## src/afe_clamp_pkg.sv

```systemverilog
// Constants and register map for the front-end clamp control block
`default_nettype none
package afe_clamp_pkg;
    // Register byte offsets
    localparam logic [4:0] ADDR_GAIN   = 5'h00;
    localparam logic [4:0] ADDR_ANALOG = 5'h04;
    localparam logic [4:0] ADDR_CLAMP  = 5'h08;
    localparam logic [4:0] ADDR_DUMMY  = 5'h0c;
    localparam logic [4:0] ADDR_CTRL   = 5'h10;
    localparam logic [4:0] ADDR_STATUS = 5'h14;
    localparam logic [4:0] ADDR_LEVEL  = 5'h18;
    localparam logic [4:0] ADDR_LINES  = 5'h1c;
    // Reset values
    localparam logic [4:0]  CLAMP_SET_RST = 5'h09;
    localparam logic [2:0]  BAND_RST      = 3'h6;
    // Gain law in hundredths of a dB
    localparam logic signed [11:0] GAIN_BASE_CDB = -12'sd600;
    localparam logic [11:0] GAIN_STEP_CDB = 12'h004;
    // Clamp target law
    localparam logic [8:0]  CLAMP_STEP = 9'h008;
    localparam logic [8:0]  CLAMP_BASE = 9'h038;
    // Lead-in
    localparam logic [12:0] LEADIN_ERR_LIMIT = 13'h0020;
    localparam logic [8:0]  LEADIN_FACTOR    = 9'h020;
    localparam logic [8:0]  NORMAL_FACTOR    = 9'h001;
    // Wide black reference and detection window
    localparam logic [10:0] WIDE_MIN_CLKS = 11'h03f;
    localparam logic [10:0] WIDTH_SAT     = 11'h7ff;
    localparam logic [3:0]  WIN_START     = 4'h4;
    localparam logic [3:0]  WIN_WIDE      = 4'h8;
    localparam logic [3:0]  WIN_NARROW    = 4'h4;
    // Dummy pulse delay stop code
    localparam logic [7:0]  DLY_STOP      = 8'hff;
    // Settling lines after standby
    localparam logic [4:0]  SETTLE_LINES  = 5'h14;
    // Reduced power sensor clock guarantee, MHz
    localparam logic [7:0]  FMAX_NORMAL   = 8'h24;
    localparam logic [7:0]  FMAX_REDUCED  = 8'h19;
    // Calibration length in conversion clocks
    localparam int          CAL_CLKS      = 40000;
endpackage : afe_clamp_pkg
`default_nettype wire

```

## src/afe_clamp_ctrl.sv

```systemverilog
// Front-end clamp control: Wishbone registers, lead-in, wide black, dummy clamp
//
// Summary of operation
// - Gain code N gives -6 dB plus 0.04 dB per step.
// - Three-bit band code selects 6 to 50 MHz sensor rate.
// - Precharge cutoff 72 to 6 MHz, sample amp cutoff 116 to 32 MHz.
// - Full power-down idles lead-in, wide, window and dummy logic and clears calibration; host restarts from calibration.
// - Standby keeps only reference; clamp settles about 20 lines after.
// - Clamp target is setting times 8 plus 56, default 128.
// - Gain change starts lead-in; two-bit field scales loop gain.
// - Lead-in holds while error above 32 LSB, then programmed lines.
// - One line is one black-reference pulse period.
// - Lead-in loop gain factor is 32 times normal.
// - Enabled wide pulse of 63 clocks or more clamps every clock.
// - Wide mode stages switch current after selected counts while the dummy delay field is zero.
// - Detection covers 8 pixels, or 4 when window bit set.
// - Polarity 0 means negative-going pulse, 1 positive-going.
// - Reduced power guarantees 25 MHz, otherwise 36 MHz.
// - Releasing reset starts calibration lasting 40000 clocks.
// - Offset DAC gets cancellation value plus clamp target.
// - Black above dummy plus threshold switches to dummy clamp.
// - Dummy pulse starts at preblank phase plus programmed delay.
// - Dummy threshold zero disables the dummy clamp.
// - Lead-in continuation code gives 1, 2, 4 or 8 lines.
// - Dummy delay is field times 4 clocks; all ones stops it.
`default_nettype none
module afe_clamp_ctrl
    import afe_clamp_pkg::*;
#(
    parameter int CAL_CYCLES = CAL_CLKS
) (
    // Clock and reset
    input  wire logic        clk_i,
    input  wire logic        rst_i,
    // Wishbone slave
    input  wire logic        cyc_i,
    input  wire logic        stb_i,
    input  wire logic        we_i,
    input  wire logic [4:0]  adr_i,
    input  wire logic [3:0]  sel_i,
    input  wire logic [31:0] dat_i,
    output logic      [31:0] dat_o,
    output logic             ack_o,
    // Sensor timing pins
    input  wire logic        black_ref_pin_i,
    input  wire logic        preblank_pin_i,
    // Levels from the conversion path
    input  wire logic signed [12:0] offset_error_i,
    input  wire logic [11:0] black_level_i,
    input  wire logic [11:0] dummy_level_i,
    input  wire logic [11:0] cal_cancel_i,
    // Analog settings
    output logic             active_o,
    output logic             standby_o,
    output logic [9:0]       gain_code_o,
    output logic signed [11:0] gain_cdb_o,
    output logic [7:0]       band_mhz_o,
    output logic [7:0]       precharge_mhz_o,
    output logic [7:0]       sample_amp_mhz_o,
    output logic [7:0]       max_sensor_mhz_o,
    // Clamp control
    output logic [8:0]       clamp_target_o,
    output logic [12:0]      offset_dac_o,
    output logic             calibrating_o,
    output logic             leadin_o,
    output logic [8:0]       loop_gain_o,
    output logic             line_tick_o,
    output logic             wide_o,
    output logic             detect_window_o,
    output logic [3:0]       detect_pixels_o,
    output logic [2:0]       current_stage_o,
    output logic             dummy_clamp_o,
    output logic             dummy_pulse_o,
    output logic             settling_o
);
    localparam logic [15:0] CAL_LAST = 16'(CAL_CYCLES - 1);

    typedef struct packed {
        logic        ack;
        logic [31:0] dat;
        logic [9:0]  gain;
        logic [2:0]  band;
        logic [3:0]  pcf;
        logic [1:0]  saf;
        logic        pd;
        logic        reference_only_hold;
        logic        lowpwr;
        logic [4:0]  cset;
        logic        win4;
        logic        blk_pol;
        logic        sp_pol;
        logic [1:0]  mag;
        logic [1:0]  cont;
        logic        wide_en;
        logic [5:0]  th;
        logic [4:0]  dthr;
        logic [7:0]  ddly;
        logic        rst_mode;
        logic        cal_busy;
        logic        cal_done;
        logic [15:0] cal_cnt;
        logic        blk_s1, blk_s2, blk_d;
        logic        pb_s1, pb_s2, pb_d;
        logic [15:0] lines;
        logic        tick;
        logic        leadin;
        logic [3:0]  lcnt;
        logic [10:0] wcnt;
        logic        wide;
        logic [2:0]  stage;
        logic [3:0]  ocnt;
        logic        win;
        logic [9:0]  dcnt;
        logic        drun;
        logic        dpulse;
        logic [4:0]  settle;
        logic        dclamp;
        logic [12:0] dac;
    } state_t;

    state_t st, next_st;

    // Byte-lane merge of a write
    function automatic logic [31:0] merge(input logic [31:0] old, input logic [31:0] d,
                                          input logic [3:0] s);
        logic [31:0] r;
        r = old;
        for (int i = 0; i < 4; i++) begin
            if (s[i]) r[8*i +: 8] = d[8*i +: 8];
        end
        return r;
    endfunction : merge

    // Wide-mode stage count; zero stands for infinity
    function automatic logic [10:0] stage_count(input logic [1:0] stg, input logic [1:0] c);
        logic [10:0] r;
        r = 11'h000;
        case (stg)
            2'd0: case (c) 2'd0: r = 11'h00f; 2'd1: r = 11'h03f; 2'd2: r = 11'h0c8;
                           default: r = 11'h000; endcase
            2'd1: case (c) 2'd0: r = 11'h07f; 2'd1: r = 11'h0ff; 2'd2: r = 11'h1ff;
                           default: r = 11'h000; endcase
            default: case (c) 2'd0: r = 11'h1ff; 2'd1: r = 11'h3ff;
                              default: r = 11'h000; endcase
        endcase
        return r;
    endfunction : stage_count

    // Magnitude of the signed offset error
    function automatic logic [12:0] mag13(input logic signed [12:0] e);
        return e[12] ? 13'(-e) : 13'(e);
    endfunction : mag13

    logic [31:0] wv;
    logic        req;
    logic        blk_act, blk_prev, pb_act, pb_prev;
    logic        err_big;
    logic        lead_set;
    logic [3:0]  cont_lines;
    logic [2:0]  win_end;

    always_comb begin
        next_st = st;
        req     = cyc_i && stb_i && !st.ack;
        wv      = 32'h0;
        lead_set = 1'b0;
        next_st.ack    = req;
        next_st.tick   = 1'b0;
        next_st.dpulse = 1'b0;
        // Two-flop synchronisers for the timing pins
        next_st.blk_s1 = black_ref_pin_i;
        next_st.blk_s2 = st.blk_s1;
        next_st.pb_s1  = preblank_pin_i;
        next_st.pb_s2  = st.pb_s1;
        next_st.blk_d  = st.blk_s2;
        next_st.pb_d   = st.pb_s2;
        blk_act  = st.blk_s2 ~^ st.blk_pol;
        blk_prev = st.blk_d ~^ st.blk_pol;
        pb_act   = st.pb_s2 ~^ st.sp_pol;
        pb_prev  = st.pb_d ~^ st.sp_pol;
        err_big  = mag13(offset_error_i) > LEADIN_ERR_LIMIT;
        cont_lines = 4'h1 << st.cont;
        win_end  = st.win4 ? 3'(WIN_NARROW - 4'h1) : 3'(WIN_WIDE - 4'h1);

        // Register writes take effect with the ack
        if (req && we_i) begin
            case (adr_i)
                ADDR_GAIN: begin
                    wv = merge({22'h0, st.gain}, dat_i, sel_i);
                    next_st.gain = wv[9:0];
                    if (wv[9:0] != st.gain) begin
                        lead_set = 1'b1;
                    end
                end
                ADDR_ANALOG: begin
                    wv = merge({20'h0, st.lowpwr, st.reference_only_hold, st.pd, st.saf, st.pcf, st.band},
                               dat_i, sel_i);
                    {next_st.lowpwr, next_st.reference_only_hold, next_st.pd} = wv[11:9];
                    {next_st.saf, next_st.pcf, next_st.band}   = wv[8:0];
                    if (st.reference_only_hold && !wv[10]) next_st.settle = SETTLE_LINES;
                end
                ADDR_CLAMP: begin
                    wv = merge({13'h0, st.th, st.wide_en, st.cont, st.mag, st.sp_pol,
                                st.blk_pol, st.win4, st.cset}, dat_i, sel_i);
                    {next_st.th, next_st.wide_en, next_st.cont, next_st.mag} = wv[18:8];
                    {next_st.sp_pol, next_st.blk_pol, next_st.win4, next_st.cset} = wv[7:0];
                end
                ADDR_DUMMY: begin
                    wv = merge({19'h0, st.ddly, st.dthr}, dat_i, sel_i);
                    next_st.ddly = wv[12:5];
                    next_st.dthr = wv[4:0];
                end
                ADDR_CTRL: begin
                    wv = merge({31'h0, st.rst_mode}, dat_i, sel_i);
                    next_st.rst_mode = wv[0];
                    if (st.rst_mode && !wv[0]) begin
                        next_st.cal_busy = 1'b1;
                        next_st.cal_done = 1'b0;
                        next_st.cal_cnt  = 16'h0;
                    end
                end
                default: ;
            endcase
        end

        // Read data; unmapped addresses read zero
        next_st.dat = 32'h0;
        if (req && !we_i) begin
            case (adr_i)
                ADDR_GAIN:   next_st.dat = {22'h0, st.gain};
                ADDR_ANALOG: next_st.dat = {20'h0, st.lowpwr, st.reference_only_hold, st.pd, st.saf,
                                            st.pcf, st.band};
                ADDR_CLAMP:  next_st.dat = {13'h0, st.th, st.wide_en, st.cont, st.mag,
                                            st.sp_pol, st.blk_pol, st.win4, st.cset};
                ADDR_DUMMY:  next_st.dat = {19'h0, st.ddly, st.dthr};
                ADDR_CTRL:   next_st.dat = {31'h0, st.rst_mode};
                ADDR_STATUS: next_st.dat = {24'h0, st.settle != 5'h0, st.dclamp, st.stage[0],
                                            st.wide, st.leadin, st.cal_done, st.cal_busy,
                                            st.rst_mode};
                ADDR_LEVEL:  next_st.dat = {3'h0, st.dac, 7'h0, clamp_target_o};
                ADDR_LINES:  next_st.dat = {16'h0, st.lines};
                default:     next_st.dat = 32'h0;
            endcase
        end

        // Calibration counter
        if (st.cal_busy) begin
            next_st.cal_cnt = st.cal_cnt + 16'h1;
            if (st.cal_cnt == CAL_LAST) begin
                next_st.cal_busy = 1'b0;
                next_st.cal_done = 1'b1;
            end
        end

        // Offset DAC follows cancellation plus target
        next_st.dac = 13'(cal_cancel_i) + 13'(clamp_target_o);

        // Line counting on each active black-reference edge
        if (blk_act && !blk_prev) begin
            next_st.tick  = 1'b1;
            next_st.lines = st.lines + 16'h1;
            next_st.ocnt  = 4'h0;
            next_st.wcnt  = 11'h0;
            next_st.wide  = 1'b0;
            next_st.stage = 3'h0;
            if (st.settle != 5'h0) next_st.settle = st.settle - 5'h1;
            // Lead-in ends after the programmed clean lines
            if (st.leadin) begin
                if (err_big) begin
                    next_st.lcnt = 4'h0;
                end else if (st.lcnt + 4'h1 >= cont_lines) begin
                    next_st.leadin = 1'b0;
                    next_st.lcnt   = 4'h0;
                end else begin
                    next_st.lcnt = st.lcnt + 4'h1;
                end
            end
        end else if (blk_act) begin
            // Pulse width and window counting within the pulse
            if (st.wcnt != WIDTH_SAT) next_st.wcnt = st.wcnt + 11'h1;
            if (st.ocnt != 4'hf) next_st.ocnt = st.ocnt + 4'h1;
            if (st.wide_en && st.wcnt + 11'h1 >= WIDE_MIN_CLKS) next_st.wide = 1'b1;
            for (int k = 0; k < 3; k++) begin
                if (st.wide && st.ddly == 8'h0 && stage_count(2'(k), st.th[2*k +: 2]) != 11'h0
                    && st.wcnt >= stage_count(2'(k), st.th[2*k +: 2]))
                    next_st.stage[k] = 1'b1;
            end
        end else begin
            next_st.wide = 1'b0;
        end
        // A gain change wins over a lead-in that ends on the same edge
        if (lead_set) begin
            next_st.leadin = 1'b1;
            next_st.lcnt   = 4'h0;
        end
        // Detection window after the pulse start
        next_st.win = blk_act && (st.ocnt >= WIN_START)
                      && (st.ocnt - WIN_START <= 4'(win_end));

        // Dummy clamp decision
        next_st.dclamp = (st.dthr != 5'h0)
                         && (13'(black_level_i) > 13'(dummy_level_i) + 13'(st.dthr));

        // Dummy pulse delayed from the preblank edge
        if (pb_act && !pb_prev && st.ddly != DLY_STOP) begin
            next_st.drun = 1'b1;
            next_st.dcnt = {st.ddly, 2'b00};
        end else if (st.drun) begin
            if (st.dcnt == 10'h0) begin
                next_st.drun   = 1'b0;
                next_st.dpulse = 1'b1;
            end else begin
                next_st.dcnt = st.dcnt - 10'h1;
            end
        end

        // Power-down and standby both idle lead-in, wide, window and dummy logic; power-down also clears calibration
        if (st.pd || st.reference_only_hold) begin
            next_st.leadin = 1'b0;
            next_st.wide   = 1'b0;
            next_st.stage  = 3'h0;
            next_st.win    = 1'b0;
            next_st.drun   = 1'b0;
            next_st.dpulse = 1'b0;
            next_st.dclamp = 1'b0;
            next_st.tick   = 1'b0;
        end
        if (st.pd) begin
            next_st.cal_busy = 1'b0;
            next_st.cal_done = 1'b0;
        end
    end

    // State register
    always_ff @(posedge clk_i) begin
        if (rst_i) begin
            next_st_reset();
        end else begin
            st <= next_st;
        end
    end

    task automatic next_st_reset();
        st         <= '0;
        st.cset    <= CLAMP_SET_RST;
        st.band    <= BAND_RST;
        st.rst_mode <= 1'b1;
    endtask : next_st_reset

    // Output mapping from registered state
    assign ack_o            = st.ack;
    assign dat_o            = st.dat;
    assign active_o         = !st.pd;
    assign standby_o        = st.reference_only_hold;
    assign gain_code_o      = st.gain;
    assign gain_cdb_o       = GAIN_BASE_CDB + $signed(12'(st.gain) * GAIN_STEP_CDB);
    assign band_mhz_o       = st.band == 3'd0 ? 8'd6  : st.band == 3'd1 ? 8'd12 :
                              st.band == 3'd2 ? 8'd18 : st.band == 3'd3 ? 8'd25 :
                              st.band == 3'd4 ? 8'd30 : st.band == 3'd5 ? 8'd35 :
                              st.band == 3'd6 ? 8'd40 : 8'd50;
    assign precharge_mhz_o  = 8'd72 - 8'd3 * 8'(st.pcf) - 8'd3 * 8'(st.pcf[3:1]);
    assign sample_amp_mhz_o = st.saf == 2'd0 ? 8'd116 : st.saf == 2'd1 ? 8'd75 :
                              st.saf == 2'd2 ? 8'd56 : 8'd32;
    assign max_sensor_mhz_o = st.lowpwr ? FMAX_REDUCED : FMAX_NORMAL;
    assign clamp_target_o   = 9'(st.cset) * CLAMP_STEP + CLAMP_BASE;
    assign offset_dac_o     = st.dac;
    assign calibrating_o    = st.cal_busy;
    assign leadin_o         = st.leadin;
    assign loop_gain_o      = st.leadin ? LEADIN_FACTOR << st.mag : NORMAL_FACTOR;
    assign line_tick_o      = st.tick;
    assign wide_o           = st.wide;
    assign detect_window_o  = st.win;
    assign detect_pixels_o  = st.win4 ? WIN_NARROW : WIN_WIDE;
    assign current_stage_o  = st.stage;
    assign dummy_clamp_o    = st.dclamp;
    assign dummy_pulse_o    = st.dpulse;
    assign settling_o       = st.settle != 5'h0;
endmodule : afe_clamp_ctrl
`default_nettype wire

```

## config.mk

```make
export PLATFORM = sky130hd
export DESIGN_NAME = afe_clamp_ctrl
export DESIGN_NICKNAME = d
export VERILOG_FILES = /design/src/afe_clamp_pkg.sv /design/src/afe_clamp_ctrl.sv
export SDC_FILE = /design/constraint.sdc
export NUM_CORES = 1
export LEC_CHECK = 0
export BUFFER_PORTS_ARGS = -buffer_cell sky130_fd_sc_hd__buf_2
export CAP_MARGIN = 20
export CORE_MARGIN = 8
export CORE_UTILIZATION = 60
export CTS_BUF_LIST = sky130_fd_sc_hd__clkbuf_16
export DETAILED_ROUTE_END_ITERATION = 10
export PLACE_DENSITY = 0.95
export SLEW_MARGIN = 20
export SYNTH_ARGS = -nofsm -noshare
export SYNTH_HDL_FRONTEND = slang
export SYNTH_SLANG_ARGS = --single-unit
```

## constraint.sdc

```tcl
create_clock -name clk_i -period 8.7 [get_ports clk_i]
set_clock_uncertainty 0.1 [all_clocks]
set_input_delay 1.74 -clock clk_i [delete_from_list [all_inputs] [get_ports clk_i]]
set_output_delay 1.74 -clock clk_i [all_outputs]
set_load 0.1 [all_outputs]
```

# After elaboration in Yosys (flattened, before gate mapping)
# Cells that the tools add are included.
[op_classes]
addsub = 15
mul = 2
magnitude_cmp = 9
eq_ne = 27
shifts = 2
muxes = 61
n_bitwise = 8
reduce_logical = 74
[op_table]
columns = ["operator", "n"]
rows = [
  ["29-bit one-hot mux with 8 select lines", 1],
  ["11-bit 2-to-1 mux", 7],
  ["18-bit 2-to-1 mux", 4],
  ["5-bit 2-to-1 mux", 10],
  ["6-bit 2-to-1 mux", 7],
  ["11-bit greater-or-equal comparator", 3],
  ["11-bit nonzero test", 3],
  ["16-bit by 1-bit adder with 16-bit output (second input constant)", 2],
  ["9-bit one-hot mux with 3 select lines", 1],
  ["4-bit 2-to-1 mux", 6],
  ["8-bit 2-to-1 mux", 3],
  ["8-bit one-hot mux with 3 select lines", 1],
  ["3-bit AND reduction", 8],
  ["2-bit AND reduction", 11],
  ["5-bit equality test (second input constant)", 4],
  ["1-bit logical AND", 20],
  ["10-bit one-hot mux with 2 select lines", 1],
  ["16-bit equality test (second input constant)", 1],
  ["7-bit 2-to-1 mux", 2],
  ["12-bit by 5-bit adder with 13-bit output", 1],
  ["12-bit by 9-bit adder with 13-bit output", 1],
  ["12-bit by 13-bit > comparator with 1-bit output", 1],
  ["13-bit by 6-bit > comparator with 1-bit output (second input constant)", 1],
  ["13-bit 2-to-1 mux", 1],
  ["other kinds (51)", 98],
]
[word_totals]
ff_bits = 185
wordCells = 248

# Logic depth before layout (Yosys ltp)
# Gate-level depths: netlist (run 1).
[depth]
depth_word = 11
depth_mapped = 15

# Worst setup path before layout (run 1)
# OpenSTA, ideal clock, no wires.
[synth_path]
kind = "reg-to-output"
start = "register st[136] (netlist name)"
end = "output port precharge_mhz_o[6]"
arrival_ps = 5549
required_time_ps = 6860
slack_ps = 1311
path_stages_with_launch = 11
n_path_buf = 1
path_cell_list = "dfxtp_1 > clkbuf_1 > inv_1 > ha_1 > xor2_1 > ha_1 > fa_1 > inv_1 > ha_1 > fa_1 > nor4bb_1"
[synth_between]
elab_chain_cells = 3
elab_cells_between_ends = 4
cone_classes = "add/sub: 2; mul: 2"
[synth_rtl]
columns = ["item", "line", "source"]
rows = [
  ["start: declaration", "afe_clamp_ctrl.sv:121", "state_t st, next_st;"],
  ["start signal: assignment", "afe_clamp_ctrl.sv:339", "st <= next_st;"],
  ["2-bit by 4-bit multiplier with 6-bit output", "afe_clamp_ctrl.sv:361", "assign precharge_mhz_o = 8'd72 - 8'd3 * 8'(st.pcf) - 8'd3 * 8'(st.pcf[3:1]);"],
  ["7-bit by 6-bit subtractor with 8-bit output", "afe_clamp_ctrl.sv:361", ""],
  ["8-bit by 5-bit subtractor with 8-bit output (*)", "afe_clamp_ctrl.sv:361", ""],
  ["end: declaration", "afe_clamp_ctrl.sv:58", "output logic [7:0] precharge_mhz_o,"],
]
# Mark *: on every way between the ends. The rest lies on a longest branch, timed or not.

# Final worst setup path (run 1)
[layout_path]
start = "register st[136] (netlist name)"
end = "output port precharge_mhz_o[4]"
# The elaborated chain is that of the path after synthesis.

==> metrics.md, run 1 <==
| Metric | Value |
|---|---|
| Max clock buf depth | `2` |
| Status | `finished, final reports clean` |
| Root buffer cell | `clkbuf_16` |
| Total GRT Usage | `25.58%` |
| Die W | `around 150 um` |
| Layout Nets | `around 1500` |
| Per-cell routed wire length | `~19 um` |
| Syn_area_per_cell | `8.694 um^2` |
| WP data required | `6.86 ns` |
| # rows | `49` |
| Cts hold-fix bufs | `0` |
| Slew @ Worst Pin | `approximately 0.96 ns` |
| Total power draw | `~1.8 mW` |
| # IOs | `around 230` |
| Final core occ | `just under 70%` |
| Maxcap violations | `0` |
| Final instance area | `around 12000 um^2` |
| DR pass1 iterations | `8` |
| Hold Path Class | `reg -> reg` |
| Met3 usage | `about 7.2%` |
| Final ANT Viol Nets | `0` |
| Mapped Area | `10870 um^2` |
| H-tree levels | `4` |
| Unrepaired setup endpoints after global routing | `no` |
| Total Neg Setup Slack | `0 ns` |
| Synth warnings | `0` |
| Worst-Skew Late Latency | `approximately 0.44 ns` |
| Final slew viol count | `0` |
| Post-DP HPWL | `between 20000 and 25000 um` |
| Slew HR | `between 30% and 40%` |
| Cts bufs inserted | `17` |
| PwrDens | `between 150 and 200 nW/um^2` |
| Share of layout cells above drive strength 1 | `between 10% and 20%` |
| EDFF count, synth | `0` |
| Mapped Cells | `1250` |
| I/O Buffers | `approximately 200` |
| Vias in the first global route | `9491` |
| Synth-to-layout area growth | `10.88%` |
| CP startpoint kind | `flop` |
| Max IR drop VDD | `0.0001399 V` |
| CTS tree | `yes` |
| Initial antenna violation count | `3` |
| Synth unique cells | `81` |
| Placer Congestion | `0.9045` |
| GRT busiest layer | `met2` |
| Worst setup EP type | `primary output` |
| Remaining global-route overflow | `0` |
| # setup viols final | `0` |
| Critical path arrival | `roughly 3.5 ns` |
| Async set or reset register ratio after synthesis | `0%` |
| Die height | `between 150 and 200 um` |
| 1st-iter DRT viols | `929` |
| Max FO, Critical Path | `8` |
| Hold Violations, Final | `0` |
| Period Utilization, post-route | `between 60% and 70%` |
| Routed WL | `around 30000 um` |
| Hold WS | `between 0.3 and 0.4 ns` |
| Period minus WS final | `~5.3 ns` |
| CORE AREA | `around 18000 um^2` |
| DP Cell Count | `about 1600` |
| Via-to-Cell Ratio | `a little over 6` |
| Fmax | `~190 MHz` |
| M1 GR Usage | `28.66%` |
| FF+latch count, synth | `around 180` |
| Final setup margin | `between 3 and 4 ns` |
| Placed Area | `between 10000 and 15000 um^2` |
| Register area share after synthesis | `33.53%` |
| Top_reg_cell synth | `dfxtp_1` |
| Clk sinks | `between 150 and 200` |
| Post-route insts no fill | `about 1600` |
| First-pass GRT wire length | `about 46000 um` |
| Die area | `~23000 um^2` |
| Starting Density | `between 60% and 70%` |
| DR DRC count | `0` |
| DP Worst Slack | `3.843 ns` |
| LEAKAGE | `around 5.5 nW` |
| Post-cts resize count | `0` |
| Largest net degree at the start of global routing | `94` |
| WS Path Type | `reg -> out` |
| Met2 global-route usage | `a little over two fifths` |
| Reg clk slew, reported paths | `0.07 ns` |
| Vias | `a little under 10000` |
| Post-CTS Setup Bufs | `0` |
-- cell usage after synthesis (all sizes together) (22+ instances only) --
| master | instances | share of area (%) |
|---|---|---|
| o21ai | 33 | 1.5 |
| ha | 87 | 10 |
| dfxtp | 182 | 34 |
| inv | 57 | 2.0 |
| nor3 | 23 | 1.1 |
| xor2 | 39 | 3.1 |
| buf | 88 | 6.0 |
| nand2 | 56 | 1.9 |
| nor2b | 22 | 1.3 |
| nand3 | 32 | 1.5 |
| nor2 | 155 | 5.4 |
| a21oi | 59 | 2.8 |
| a22oi | 31 | 2.1 |
| clkbuf | 42 | 1.5 |
| xnor2 | 52 | 4.2 |
| mux2i | 51 | 4.7 |
-- per-layer routing --
metal / up-vias / share of wire (%)
met4: 6 / 5.1
met1: 4541 / 38
met3: 135 / 9.8
li1: 4538 / -
met5: - / 0.11
met2: 513 / 47
-- cells in the final DEF (no fill, tap or decap), drive strengths merged, types with 8 or more instances in the layout --
cell type / Yosys / routed
dfxtp: 182 / 182
a22oi: 31 / 31
xor2: 39 / 39
nor4: 14 / 14
nand4: 16 / 16
nor3: 23 / 23
inv: 57 / 63
conb: 1 / 20
buf: 88 / 202
or3: 16 / 16
a31oi: 12 / 12
xnor2: 52 / 52
a21o: 12 / 12
ha: 87 / 87
nand3: 32 / 32
nand2b: 16 / 16
mux2i: 51 / 51
o21ai: 33 / 33
nand3b: 8 / 8
nand2: 56 / 56
a211oi: 12 / 12
a21oi: 59 / 59
nor2b: 22 / 22
clkbuf: 42 / 17
and3: 12 / 12
and2: 18 / 18
nor2: 155 / 155
-- registers in the layout (all words and copies together) (netlist names) --
register	count
ack_o	1
calibrating_o	1
current_stage_o	3
dat_o	29
detect_window_o	1
dummy_clamp_o	1
dummy_pulse_o	1
gain_code_o	10
leadin_o	1
line_tick_o	1
next_st	4
offset_dac_o	13
st	114
standby_o	1
wide_o	1
-- worst max-delay path: stages (launching register included) --
cell	delay [ns]
dfxtp_1	0.48
inv_1	0.11
ha_1	0.33
xor2_1	0.15
ha_1	0.20
fa_1	0.48
inv_1	0.04
ha_1	0.21
fa_1	0.40
xor2_1	0.16
buf_2	0.44
-- final cells by class --
| type | instances | area (um^2) |
|---|---|---|
| sequential | 182 | 3643 |
| fill | 1317 | 5791 |
| clock inverter | 15 | 168.9 |
| tap | 229 | 286.5 |
| timing repair buffer | 202 | 1026 |
| antenna | 2 | 5.005 |
| clock buffer | 17 | 425.4 |
| inverter | 57 | 214.0 |
| multi-input combinational | 900 | 6281 |
-- kinds of logic after synthesis --
family | share of synthesized area [%]
adders and majority gates | 10.75
other | 0.03451
and+or+nand+nor | 20.44
AOI/OAI and AO/OA | 13.58
DFF | 33.53
buffers and inverters | 9.429
muxes | 4.904
xor gates and xnor gates | 7.334
-- final timing paths --
check | depth (start not counted) | end | from | slack (ns)
max reg2reg | 14 | dummy_clamp_o | st[106] | 5.24
max | 10 | precharge_mhz_o[4] | st[136] | 3.40
min | 1 | next_st[76] | next_st[77] | 0.35
min reg2reg | 1 | next_st[76] | next_st[77] | 0.35
-- power by group --
| group | internal (mW) | switching, mW |
|---|---|---|
| combinational | 0.0551 | 0.148 |
| sequential | 0.843 | 0.0102 |
| clock | 0.430 | 0.355 |
No activity file was read; power rests on OpenSTA's default activity.
==> inputs of run 2 (changes only) <==
--- a/config.mk
+++ b/config.mk
@@ -5,13 +5,14 @@
 export SDC_FILE = /design/constraint.sdc
 export NUM_CORES = 1
 export LEC_CHECK = 0
+export ABC_AREA = 1
 export BUFFER_PORTS_ARGS = -buffer_cell sky130_fd_sc_hd__buf_2
 export CAP_MARGIN = 20
 export CORE_MARGIN = 8
-export CORE_UTILIZATION = 60
+export CORE_UTILIZATION = 56
 export CTS_BUF_LIST = sky130_fd_sc_hd__clkbuf_16
 export DETAILED_ROUTE_END_ITERATION = 10
-export PLACE_DENSITY = 0.95
+export PLACE_DENSITY = 0.93
 export SLEW_MARGIN = 20
 export SYNTH_ARGS = -nofsm -noshare
 export SYNTH_HDL_FRONTEND = slang
==> constraint.sdc (replaced) <==
create_clock -name clk_i -period 5.2 [get_ports clk_i]
set_clock_uncertainty 0.1 [all_clocks]
set_input_delay 1.04 -clock clk_i [delete_from_list [all_inputs] [get_ports clk_i]]
set_output_delay 1.04 -clock clk_i [all_outputs]
set_load 0.1 [all_outputs]
==> run 2 against run 1 <==
  * Register-to-register slack got worse by 3.3 ns
  * Setup slack worse by 2.8 ns
  * Flip-flop and latch count is the same
  * Critical path type unchanged
  * Highest routed layer is now met4
==> metrics.md, run 2 <==
| Metric | Value |
|---|---|
| Status | `finished, final reports clean` |
| Commonest cells after routing, fill and taps aside | `nand2_1, inv_1, buf_2, dfxtp_1, a21oi_1` |
| I/O Buffers | `197 (unchanged)` |
| Slew HR | `47.56% (+12 points)` |
| Commonest non-fill, non-tap cell in the layout | `nand2_1` |
| Unrepaired setup endpoints after global routing | `no` |
| Remaining global-route overflow | `0 (unchanged)` |
| H-tree levels | `4 (unchanged)` |
| CORE AREA | `20170 um^2 (+13%)` |
| Largest net degree at the start of global routing | `48 (-49%)` |
| Worst Setup EP | `precharge_mhz_o[4]` |
| First-pass GRT wire length | `52240 um (+12%)` |
| LEAKAGE | `5.868 nW (+6.1%)` |
| Max FO, Critical Path | `5 (-3)` |
| Register area share after synthesis | `31.80% (-1.7 points)` |
| Setup crit start | `st[136]` |
| CTS tree | `yes` |
| Die W | `159.0 um (+5.6%)` |
| Final instance area | `12620 um^2 (+4.8%)` |
| Post-CTS Setup Bufs | `0 (unchanged)` |
| Post-cts resize count | `0 (unchanged)` |
| WS Path Type | `reg -> out` |
| Met2 Routed Length | `15130 um (+7.3%)` |
| WP data required | `4.06 ns (-2.80 ns)` |
| Largest register by flop count | `st` |
| PwrDens | `241.1 nW/um^2 (+58%)` |
| Sw Share | `29.95% (+2.1 points)` |
| Vias | `11185 (+15%)` |
| Share of total power in the clock network | `40.1% (-2.5 points)` |
| Hold Crit Depth | `2 (+1)` |
| Total Neg Setup Slack | `0 ns (unchanged)` |
| R2R Path End | `dummy_clamp_o` |
| Final ANT Viol Nets | `0 (unchanged)` |
| Routed WL | `32320 um (+8.7%)` |
| Hold Violations, Final | `0 (unchanged)` |
| Placer Congestion | `0.9484 (+4.9%)` |
| Per-cell routed wire length | `16.46 um (-11%)` |
| Top_reg_cell synth | `dfxtp_1` |
| Reg2reg start | `st[106]` |
| Net switching power | `911.4 uW (+78%)` |
| DR pass1 iterations | `8 (unchanged)` |
| R2r worst-path depth | `17 (+3)` |
| EDFF count, synth | `0 (unchanged)` |
| Share of layout cells above drive strength 1 | `18.54% (-0.40 points)` |
| Reg clk slew, reported paths | `0.07 ns (about the same)` |
| Placed Area | `12080 um^2 (+5.5%)` |
| Ranking of synthesized cells by area | `dfxtp_1, ha_1, nand2_1` |
| Fmax | `around 220 MHz` |
| Period minus WS final | `around 4.5 ns` |
| FF+latch count, synth | `182 (unchanged)` |
| Root buffer cell | `clkbuf_16` |
| P_int | `2.132 mW (+61%)` |
| Critical path arrival | `3.41 ns (-0.05 ns)` |
| Hold Path Class | `reg -> reg` |
| Ant. Diodes | `0 (-2)` |
| Post-synth top cells | `nand2_1, inv_1, dfxtp_1, a21oi_1, nor2_1` |
| Die height | `159.0 um (+5.6%)` |
| Cts hold-fix bufs | `0 (unchanged)` |
| DR DRC count | `0 (unchanged)` |
| Final setup margin | `0.6505 ns (-2.750 ns)` |
| Async set or reset register ratio after synthesis | `0% (unchanged)` |
| Max clock buf depth | `2 (unchanged)` |
| Worst setup EP type | `primary output` |
| Metal-1 WL | `12430 um (+11%)` |
| Mapped Area | `11460 um^2 (+5.4%)` |
| Starting Density | `56.81% (-4.1 points)` |
| DP Worst Slack | `1.132 ns (-2.711 ns)` |
| Total GRT Usage | `24.72% (-0.86 points)` |
| Hold Path Origin | `next_st[77]` |
| Via-to-Cell Ratio | `5.695 (-6.1%)` |
| Post-DP HPWL | `24890 um (+12%)` |
| Reg2Reg Setup Slack | `1.97 ns (-3.27 ns)` |
| Die area | `25290 um^2 (+12%)` |
| Period Utilization, post-route | `between 80% and 90%` |
| Slew @ Worst Pin | `0.7866 ns (-0.1784 ns)` |
| # rows | `52 (+6.1%)` |
| Worst-Skew Late Latency | `0.44 ns (about the same)` |
| Synth warnings | `0 (unchanged)` |
| DR top layer | `met4` |
| Layout Nets | `1869 (+21%)` |
| Area share of the leading cell type in the synthesized netlist | `31.80% (-1.7 points)` |
| # setup viols final | `0 (unchanged)` |
| Mapped Cells | `1557 (+25%)` |
| Synth-to-layout area growth | `10.19%` |
| Combinational Power Share | `13.0% (+2.0 points)` |
| Vias in the first global route | `10991 (+16%)` |
| Initial antenna violation count | `0 (-3)` |
| Seq pwr share | `46.9% (+0.5 points)` |
| Metal3 WL | `2961 um (+1.6%)` |
| Maxcap violations | `0 (unchanged)` |
| Synth area leader | `dfxtp_1` |
| Count leader, synth | `nand2_1` |
| # IOs | `232 (unchanged)` |
| Clk sinks | `182 (unchanged)` |
| Syn_area_per_cell | `7.359 um^2 (-15%)` |
| Max IR drop VDD | `0.0001675 V (+20%)` |
| Cts bufs inserted | `17 (unchanged)` |
| 1st-iter DRT viols | `1058 (+14%)` |
| Synth unique cells | `60 (-26%)` |
| CP startpoint kind | `flop` |
| Largest register FFs | `114 (unchanged)` |
| Final slew viol count | `0 (unchanged)` |
| Total power draw | `3.044 mW (+65%)` |
-- run 2: cell count changes in the layout (fill, tap and decap cells not counted), sizes merged, moves of 16 or more --
cell    delta
o22ai     +16
o21ai     +74
a21oi     +85
nor2b     -22
mux2i     -51
nand2b    -16
nand2    +218
and2      -18
xnor2     -41
inv      +166
a22oi     -27
or3       -16
nand3     +30
nand4     +21
-- run 2: area by class of cell --
class	count	area [um^2]
clock buffer	17	425.4
clock inverter	15	118.9
fill	1671	7545
inverter	222	833.3
multi-input combinational	1059	6265
sequential	182	3643
tap	270	337.8
timing repair buffer	199	1001
-- run 2: cells by family (layout without fill, tap and decap cells) --
logic type      after synthesis  after routing  synth area share, %
flops                       182            182                31.80
other cells                   1             20              0.03273
compound gates              330            330                16.29
fa+ha+maj                    91             91                10.20
buf+inv                     335            453                14.32
simple gates                567            567                23.46
xor+xnor                     51             51                3.899
-- run 2: layer usage --
metal	global-route usage, %	up-vias
met3	7.575	156
li1	-	5318
met2	41.39	597
met1	27.14	5114
met4	15.14	0
met5	0	-
-- run 2: through the flow --
stage	cells	util, %	hold slack (ns)
final	1964	62.59	0.3046
after global routing	1964	62.59	0.3376
after CTS	1964	62.59	0.3049
after detailed placement	1932	59.89	0.2961
after global placement	1932	59.89	0.2961
after floorplan	1576	-	0.2883
-- run 2: worst max-delay path, cell delays in order, from the launching register on --
cell	delay, ns
dfxtp_1	0.39
inv_1	0.13
ha_1	0.33
xor2_1	0.16
ha_1	0.20
fa_1	0.47
inv_1	0.04
ha_1	0.21
fa_1	0.43
xor2_2	0.17
buf_2	0.44
-- run 2: worst min-delay path by stage --
stage             endpoint  slack [ns]
2_1_floorplan  next_st[73]        0.29
3_3_place_gp   next_st[76]        0.30
3_5_place_dp   next_st[76]        0.30
4_1_cts        next_st[76]        0.30
5_1_grt        next_st[76]        0.34
6_report       next_st[76]        0.30
-- run 2: power groups by stage --
stage	Sequential, mW	Clock (mW)	Combinational (mW)
floorplan	1.46	0	0.311
global placement	1.46	0	0.376
detailed placement	1.46	0	0.388
CTS	1.43	1.22	0.391
global route	1.43	1.28	0.428
finish	1.43	1.22	0.395
